### src/logic/ledp_pkg.sv
`default_nettype none
package ledp_pkg;
  // ----------------------------------------
  // register map
  // ----------------------------------------
  localparam logic [7:0]  REG_IDX_EDC      = 8'h1d;
  localparam logic [11:0] ADDR_EDC         = 12'h074;
  localparam logic [11:0] ADDR_IRQ_STATUS  = 12'h100;
  localparam logic [11:0] ADDR_IRQ_ENABLE  = 12'h104;
  localparam logic [11:0] ADDR_IRQ_CLEAR   = 12'h108;
  // ----------------------------------------
  // field positions
  // ----------------------------------------
  localparam int BIT_ENABLE     = 15;
  localparam int BIT_AUTO_WAKE  = 14;
  localparam int BIT_AUTO_SLEEP = 13;
  localparam int BIT_MANUAL     = 12;
  localparam int BIT_BURST_DIS  = 11;
  localparam int BIT_PWR_STATE  = 10;
  localparam int BIT_ERR_HIT    = 9;
  localparam int BIT_DATA_HIT   = 8;
  localparam int ERR_THR_LSB    = 4;
  localparam int DATA_THR_LSB   = 0;
  // ----------------------------------------
  // reset values and timing
  // ----------------------------------------
  localparam logic [3:0] THR_RESET      = 4'h1;
  localparam logic [2:0] BURST_PULSES   = 3'h4;
  localparam logic [2:0] SINGLE_PULSE   = 3'h1;
  localparam longint     QUIET_TIME_MS  = 2000;
  localparam longint     CLK_HZ         = 100000000;
  localparam longint     QUIET_CYCLES   = QUIET_TIME_MS * CLK_HZ / 1000;
  localparam int         IRQ_W          = 4;

  typedef enum logic [1:0] {
    LEDP_OFF  = 2'b00,
    LEDP_DOWN = 2'b01,
    LEDP_UP   = 2'b10
  } ledp_state_t;

  typedef struct packed {
    logic       energy_watch_enable;
    logic       auto_wake_enable;
    logic       auto_sleep_enable;
    logic       pulse_burst_disable;
    logic [3:0] error_event_threshold;
    logic [3:0] data_event_threshold;
  } ledp_ctrl_t;

  typedef struct packed {
    logic line_energy;
    logic data_event;
    logic error_event;
  } ledp_line_t;
endpackage
`default_nettype wire
### src/logic/ledp_energy_detect.sv
`timescale 1ns/1ps
`default_nettype none
module ledp_energy_detect #(
  parameter longint QUIET_CYCLES = ledp_pkg::QUIET_CYCLES
) (
  input  wire logic              pclk,
  input  wire logic              presetn,
  input  wire logic              psel,
  input  wire logic              penable,
  input  wire logic              pwrite,
  input  wire logic [11:0]       paddr,
  input  wire logic [31:0]       pwdata,
  output var  logic [31:0]       prdata,
  output var  logic              pready,
  output var  logic              pslverr,
  input  wire ledp_pkg::ledp_line_t line_in,
  output var  logic              driver_power_on,
  output var  logic              pulse_out,
  output var  logic              irq
);
  // ----------------------------------------
  // register state
  // ----------------------------------------
  ledp_pkg::ledp_ctrl_t            ctrl;
  ledp_pkg::ledp_state_t           state;
  logic                            manual_req;
  logic                            error_threshold_hit;
  logic                            data_threshold_hit;
  logic [3:0]                      data_cnt;
  logic [3:0]                      err_cnt;
  logic [31:0]                     quiet_cnt;
  logic [2:0]                      pulses_left;
  logic [ledp_pkg::IRQ_W-1:0]      irq_status;
  logic [ledp_pkg::IRQ_W-1:0]      irq_enable;
  logic                            wr_acc;
  logic                            rd_acc;
  logic                            rd_edc;
  logic                            data_met;
  logic                            err_met;
  logic                            go_up;
  logic                            go_down;
  logic [15:0]                     edc_word;
  logic [ledp_pkg::IRQ_W-1:0]      irq_ev;

  assign wr_acc = psel && penable && pready && pwrite;
  assign rd_acc = psel && penable && pready && !pwrite;
  assign rd_edc = rd_acc && paddr == ledp_pkg::ADDR_EDC;
  assign data_met = data_cnt >= ctrl.data_event_threshold;
  assign err_met  = err_cnt >= ctrl.error_event_threshold;
  assign go_up   = state == ledp_pkg::LEDP_DOWN &&
                   (manual_req || (ctrl.auto_wake_enable && data_met));
  assign go_down = state == ledp_pkg::LEDP_UP &&
                   (manual_req || (ctrl.auto_sleep_enable && !line_in.line_energy));
  assign edc_word = {ctrl.energy_watch_enable, ctrl.auto_wake_enable, ctrl.auto_sleep_enable,
                     manual_req, ctrl.pulse_burst_disable, state == ledp_pkg::LEDP_UP,
                     error_threshold_hit, data_threshold_hit,
                     ctrl.error_event_threshold, ctrl.data_event_threshold};
  assign irq_ev = {go_down, go_up, err_met, data_met};

  // ----------------------------------------
  // apb slave
  // ----------------------------------------
  always_ff @(posedge pclk or negedge presetn) begin
    if (!presetn) begin
      pready <= 1'b0;
    end else begin
      pready <= psel && !penable;
    end
  end

  always_ff @(posedge pclk or negedge presetn) begin
    if (!presetn) begin
      prdata  <= 32'h0;
      pslverr <= 1'b0;
    end else if (psel && !penable) begin
      pslverr <= 1'b0;
      case (paddr)
        ledp_pkg::ADDR_EDC:        prdata <= {16'h0, edc_word};
        ledp_pkg::ADDR_IRQ_STATUS: prdata <= {28'h0, irq_status};
        ledp_pkg::ADDR_IRQ_ENABLE: prdata <= {28'h0, irq_enable};
        ledp_pkg::ADDR_IRQ_CLEAR:  prdata <= 32'h0;
        default: begin
          prdata  <= 32'h0;
          pslverr <= 1'b1;
        end
      endcase
    end
  end

  always_ff @(posedge pclk or negedge presetn) begin
    if (!presetn) begin
      ctrl <= '{1'b0, 1'b1, 1'b1, 1'b0, ledp_pkg::THR_RESET, ledp_pkg::THR_RESET};
    end else if (wr_acc && paddr == ledp_pkg::ADDR_EDC) begin
      ctrl.energy_watch_enable   <= pwdata[ledp_pkg::BIT_ENABLE];
      ctrl.auto_wake_enable      <= pwdata[ledp_pkg::BIT_AUTO_WAKE];
      ctrl.auto_sleep_enable     <= pwdata[ledp_pkg::BIT_AUTO_SLEEP];
      ctrl.pulse_burst_disable   <= pwdata[ledp_pkg::BIT_BURST_DIS];
      ctrl.error_event_threshold <= pwdata[ledp_pkg::ERR_THR_LSB +: 4];
      ctrl.data_event_threshold  <= pwdata[ledp_pkg::DATA_THR_LSB +: 4];
    end
  end

  // ----------------------------------------
  // manual toggle, self clearing
  // ----------------------------------------
  always_ff @(posedge pclk or negedge presetn) begin
    if (!presetn) begin
      manual_req <= 1'b0;
    end else if (wr_acc && paddr == ledp_pkg::ADDR_EDC && pwdata[ledp_pkg::BIT_MANUAL]) begin
      manual_req <= 1'b1;
    end else if (go_up || go_down || state == ledp_pkg::LEDP_OFF) begin
      manual_req <= 1'b0;
    end
  end

  // ----------------------------------------
  // power state machine
  // ----------------------------------------
  always_ff @(posedge pclk or negedge presetn) begin
    if (!presetn) begin
      state <= ledp_pkg::LEDP_OFF;
    end else if (!ctrl.energy_watch_enable) begin
      state <= ledp_pkg::LEDP_OFF;
    end else begin
      case (state)
        ledp_pkg::LEDP_OFF:  state <= ledp_pkg::LEDP_DOWN;
        ledp_pkg::LEDP_DOWN: if (go_up) begin
          state <= ledp_pkg::LEDP_UP;
        end
        ledp_pkg::LEDP_UP:   if (go_down) begin
          state <= ledp_pkg::LEDP_DOWN;
        end
        default: state <= ledp_pkg::LEDP_OFF;
      endcase
    end
  end

  // ----------------------------------------
  // event counters and quiet timer
  // ----------------------------------------
  always_ff @(posedge pclk or negedge presetn) begin
    if (!presetn) begin
      data_cnt  <= 4'h0;
      err_cnt   <= 4'h0;
      quiet_cnt <= 32'h0;
    end else if (!ctrl.energy_watch_enable || go_up || go_down) begin
      data_cnt  <= 4'h0;
      err_cnt   <= 4'h0;
      quiet_cnt <= 32'h0;
    end else if (line_in.data_event) begin
      quiet_cnt <= 32'h0;
      if (data_cnt != 4'hf) begin
        data_cnt <= data_cnt + 4'h1;
      end
      if (line_in.error_event && err_cnt != 4'hf) begin
        err_cnt <= err_cnt + 4'h1;
      end
    end else if (quiet_cnt >= 32'(QUIET_CYCLES - 1)) begin
      data_cnt  <= 4'h0;
      err_cnt   <= 4'h0;
      quiet_cnt <= 32'h0;
    end else begin
      quiet_cnt <= quiet_cnt + 32'h1;
      if (line_in.error_event && err_cnt != 4'hf) begin
        err_cnt <= err_cnt + 4'h1;
      end
    end
  end

  // ----------------------------------------
  // sticky clear on read flags
  // ----------------------------------------
  always_ff @(posedge pclk or negedge presetn) begin
    if (!presetn) begin
      error_threshold_hit <= 1'b0;
      data_threshold_hit  <= 1'b0;
    end else begin
      // set beats the read clear; only a flag the read returned is cleared,
      // so one raised between setup and access is not lost unseen
      error_threshold_hit <= (ctrl.energy_watch_enable && err_met) ||
                             (error_threshold_hit &&
                              !(rd_edc && prdata[ledp_pkg::BIT_ERR_HIT]));
      data_threshold_hit  <= (ctrl.energy_watch_enable && data_met) ||
                             (data_threshold_hit &&
                              !(rd_edc && prdata[ledp_pkg::BIT_DATA_HIT]));
    end
  end

  // ----------------------------------------
  // line driver and pulse burst
  // ----------------------------------------
  always_ff @(posedge pclk or negedge presetn) begin
    if (!presetn) begin
      driver_power_on <= 1'b0;
      pulses_left     <= 3'h0;
      pulse_out       <= 1'b0;
    end else begin
      driver_power_on <= state == ledp_pkg::LEDP_UP;
      if (go_up) begin
        pulses_left <= ctrl.pulse_burst_disable ? ledp_pkg::SINGLE_PULSE
                                                : ledp_pkg::BURST_PULSES;
        pulse_out   <= 1'b0;
      end else if (pulses_left != 3'h0 && !pulse_out) begin
        pulse_out   <= 1'b1;
        pulses_left <= pulses_left - 3'h1;
      end else begin
        pulse_out <= 1'b0;
      end
    end
  end

  // ----------------------------------------
  // interrupts
  // ----------------------------------------
  always_ff @(posedge pclk or negedge presetn) begin
    if (!presetn) begin
      irq_status <= '0;
      irq_enable <= '0;
      irq        <= 1'b0;
    end else begin
      if (wr_acc && paddr == ledp_pkg::ADDR_IRQ_ENABLE) begin
        irq_enable <= pwdata[ledp_pkg::IRQ_W-1:0];
      end
      if (wr_acc && paddr == ledp_pkg::ADDR_IRQ_CLEAR) begin
        irq_status <= (irq_status & ~pwdata[ledp_pkg::IRQ_W-1:0]) | irq_ev;
      end else begin
        irq_status <= irq_status | irq_ev;
      end
      irq <= |(irq_status & irq_enable);
    end
  end

  // ----------------------------------------
  // assertions
  // ----------------------------------------
  property p_off_when_disabled;
    @(posedge pclk) disable iff (!presetn)
      !ctrl.energy_watch_enable |=> state == ledp_pkg::LEDP_OFF;
  endproperty
  a_off_when_disabled: assert property (p_off_when_disabled) else $error("not off");

  property p_auto_wake;
    @(posedge pclk) disable iff (!presetn)
      state == ledp_pkg::LEDP_DOWN && ctrl.energy_watch_enable && ctrl.auto_wake_enable
      && data_met |=> state == ledp_pkg::LEDP_UP;
  endproperty
  a_auto_wake: assert property (p_auto_wake) else $error("no wake");

  property p_auto_sleep;
    @(posedge pclk) disable iff (!presetn)
      state == ledp_pkg::LEDP_UP && ctrl.energy_watch_enable && ctrl.auto_sleep_enable
      && !line_in.line_energy |=> state == ledp_pkg::LEDP_DOWN;
  endproperty
  a_auto_sleep: assert property (p_auto_sleep) else $error("no sleep");

  property p_manual_clears;
    @(posedge pclk) disable iff (!presetn)
      manual_req && state != ledp_pkg::LEDP_OFF && ctrl.energy_watch_enable
      |=> !manual_req || $past(wr_acc);
  endproperty
  a_manual_clears: assert property (p_manual_clears) else $error("manual stuck");

  property p_burst;
    @(posedge pclk) disable iff (!presetn)
      go_up && !ctrl.pulse_burst_disable |=> pulses_left == 3'h4 ##1 pulse_out ##1 !pulse_out
      ##1 pulse_out;
  endproperty
  a_burst: assert property (p_burst) else $error("burst wrong");

  property p_state_bit;
    @(posedge pclk) disable iff (!presetn)
      psel && !penable && paddr == ledp_pkg::ADDR_EDC |=>
      prdata[ledp_pkg::BIT_PWR_STATE] == $past(state == ledp_pkg::LEDP_UP) &&
      driver_power_on == $past(state == ledp_pkg::LEDP_UP);
  endproperty
  a_state_bit: assert property (p_state_bit) else $error("state bit");

  property p_err_hit;
    @(posedge pclk) disable iff (!presetn)
      ctrl.energy_watch_enable && err_met |=> error_threshold_hit;
  endproperty
  a_err_hit: assert property (p_err_hit) else $error("err flag");

  property p_data_hit_clear;
    @(posedge pclk) disable iff (!presetn)
      rd_edc && prdata[ledp_pkg::BIT_DATA_HIT] && !(ctrl.energy_watch_enable && data_met)
      |=> !data_threshold_hit;
  endproperty
  a_data_hit_clear: assert property (p_data_hit_clear) else $error("data flag");

  c_wake:   cover property (@(posedge pclk) disable iff (!presetn) go_up);
  c_sleep:  cover property (@(posedge pclk) disable iff (!presetn) go_down);
  c_manual: cover property (@(posedge pclk) disable iff (!presetn) manual_req && go_up);
endmodule
`default_nettype wire

### config.mk
export PLATFORM = sky130hd
export DESIGN_NAME = ledp_energy_detect
export DESIGN_NICKNAME = d
export VERILOG_FILES = /design/src/logic/ledp_pkg.sv /design/src/logic/ledp_energy_detect.sv
export SDC_FILE = /design/constraint.sdc
export NUM_CORES = 1
export LEC_CHECK = 0
export BUFFER_PORTS_ARGS = -buffer_cell sky130_fd_sc_hd__buf_2
export CAP_MARGIN = 20
export CORE_UTILIZATION = 59
export DETAILED_ROUTE_END_ITERATION = 10
export PLACE_DENSITY = 0.87
export SYNTH_ARGS = -nofsm -noshare
export SYNTH_HDL_FRONTEND = slang
export SYNTH_SLANG_ARGS = --single-unit
### constraint.sdc
create_clock -name pclk -period 3.5 [get_ports pclk]
set_clock_uncertainty 0.05 [all_clocks]
set_input_delay 0.875 -clock pclk [delete_from_list [all_inputs] [get_ports pclk]]
set_output_delay 0.875 -clock pclk [all_outputs]
set_load 0.02 [all_outputs]
==> flow_summary.toml <==
[yosys]
synth_top_flop_cell = "dfrtp_1"
syn_area_per_cell_sq_um = 10.1
synthArstFlopShare_pct = 100
synth_edf_count = 0
yosysSeqAreaShare_pct = 50.0
ys_top_cells_by_area = "dfrtp_1 48%, nand2_1 5.4%, ha_1 3.6%"
yosysMostFrequentCell = "dfrtp_1"
ys_warn_count = 0
ys_ff_latch = 89
ys_top_cells_by_count = "85 x dfrtp_1, 64 x nand2_1, 43 x nor2_1"
yosysTopAreaCellShare_pct = 47.6
yosys.area.top_type = "dfrtp_1"
synthCells = 444
ys_types = 60
synth_area_sq_mm = 0.00447

[route]
dr.pass1.iters = 4
routed_wl_um = 9110
dr.first_iter.drc_count = 169
wire_per_inst_um = 15.0
ant_nets = 0
vias = 3414
drc = 0
vias_per_cell = 5.62

[sta]
max_freq_mhz = 413
finalCritPeriodShare_pct = 69.3
worstMarginPinSlew_ns = 0.749
slew_headroom_pct = 49.4
hold_slack_ns = 0.317
rsz0062_at_grt = "false"
finalCriticalPeriod_ns = 2.42
setup_viol = 0
setup-tns-final_ns = 0
finalMaxSlewViolations = 0
finalHoldViolCount = 0
worst_slack_ns = 1.08

[placed_design]
gp_congestion = 0.817
io_buffers = 53
place_area_sq_mm = 0.00476
hpwl_um = 6220
pre_cts_slack_ns = 0.751
dp.cells = 590

[die]
die_area_sq_mm = 0.00792
initial_utilization_pct = 61.3
io_pins = 89
die_height_um = 89.0
coreArea_sq_mm = 0.00729
die_w_um = 89.0
std_cell_rows = 31

[clocking]
cts_sinks = 89
clockRootBuffer = "clkbuf_8"
numCtsBuffers = 9
cts_resized = 0
clock_tree.buffer_depth = 2
cts_tree = "built"
post_cts_buffers = 0
clk_latency_ns = 0.37
cts_hold_buf = 0
h-tree-depth = 3
cts.clk_slew.worst_paths_ns = 0.10

[final_layout]
antenna_cells = 0
postLayoutCellArea_sq_mm = 0.00497
drive_above_1_share_pct = 19.9
fin_cells = 607
syn2layout_area_growth_pct = 11.3
final_nets = 568

[setup_path]
cp_data_required_time_ns = 3.69
crit_arrival_ns = 2.61
endpoint_kind = "register"
cp-start-kind = "register"
crit_fanout = 24
r2r_setup_slack_ns = 1.08
worst-setup-path-type = "register to register"

[grt]
grt.total_usage_pct = 23.8
grt_pass1_vias = 3300
grt_first_pass_wirelength_um = 14400
grt_max_degree = 90
grt_overflow = 0
antenna_found_initial = 0

[pwr]
p_leak_uw = 0.00238
powerDensity_mw_per_mm2 = 361
peakVddDrop_v = 0.000199

[status]
run_status = "completed"

[flow_run]
cap_violations = 0

[min_path]
hold_class = "input pin to async pin"
through the flow:
stage               total power (uW)  utilization (%)
CTS                             1800             67.8
global route                    1860             68.2
detailed placement              1140             65.3
global placement                1130             65.3
floorplan                       1100                -
finish                          1790             68.2
logic make-up (layout without fill, tap and decap cells):
kind of cell,after synthesis,after routing,share of synthesized area (%)
simple gates,199,199,23.4
flops,89,89,50.0
compound gates,54,54,8.10
buf+inv,46,91,5.91
xor+xnor,30,30,5.88
fa+ha+maj,13,13,3.64
mux,12,12,2.97
other cells,1,20,0.0840
layer usage:
layer | track usage [%] | routed length, um | part of all wire (%) | up-vias
li1 | - | - | - | 1623
met1 | 27.4 | 3900 | 43 | 1671
met2 | 42.9 | 4660 | 51 | 107
met3 | 5.72 | 403 | 4.4 | 13
met4 | 8.95 | 150 | 1.6 | 0
met5 | 0 | 0 | 0 | -
state kept, by name, summed over array words and instances, names as in the netlist, 2 cells and up:
| name | count |
|---|---|
| irq_status | 4 |
| err_cnt | 4 |
| data_cnt | 4 |
| irq_enable | 4 |
| pulses_left | 3 |
| state | 2 |
| ctrl | 12 |
| quiet_cnt | 32 |
| prdata | 16 |
power by group:
group	switching [uW]	internal, uW	total, uW
combinational	62.4	23.8	86.3
sequential	2.02	1030	1030
clock	403	271	674
total	468	1330	1790
placed cells by master (no fill, tap or decap), types with 7 or more instances in the layout:
cell and instances:
mux2_2 10, buf_2 52, xnor2_1 18, a21oi_1 13, dfrtp_1 85, nand4_1 11
nor2b_1 7, nor3_1 8, conb_1 20, nor2_1 43, nand3_1 26, xor2_1 12
inv_1 16, o21ai_0 16, ha_1 13, nand2_1 64, clkbuf_8 9
critical path, cell delays in order (launching register included):
cell and delay (ns):
dfrtp_1 0.44, ha_1 0.32, o211ai_1 0.11, o211a_1 0.24, o211ai_1 0.54, nand4bb_1 0.22
buf_4 0.27, nor2_1 0.08
final timing paths:
path	end	startpoint	depth (start not counted)
setup / recovery	quiet_cnt[26]	data_cnt[3]	7
hold / removal	ctrl[11]	presetn	1
setup reg to reg	quiet_cnt[26]	data_cnt[3]	7
hold reg to reg	prdata[15]	prdata[15]	2
max in group asynchronous	ctrl[0]	presetn	2
min in group pclk	prdata[15]	prdata[15]	2
layout make-up:
cell class                 count  area [sq um]
fill                         568          2320
sequential                    89          2230
multi-input combinational    328          2040
timing repair buffer          59           333
clock buffer                   9           124
tap                           99           124
inverter                      16          60.1
clock inverter                 7          58.8
Note: power is estimated with default switching activity, not from simulation.
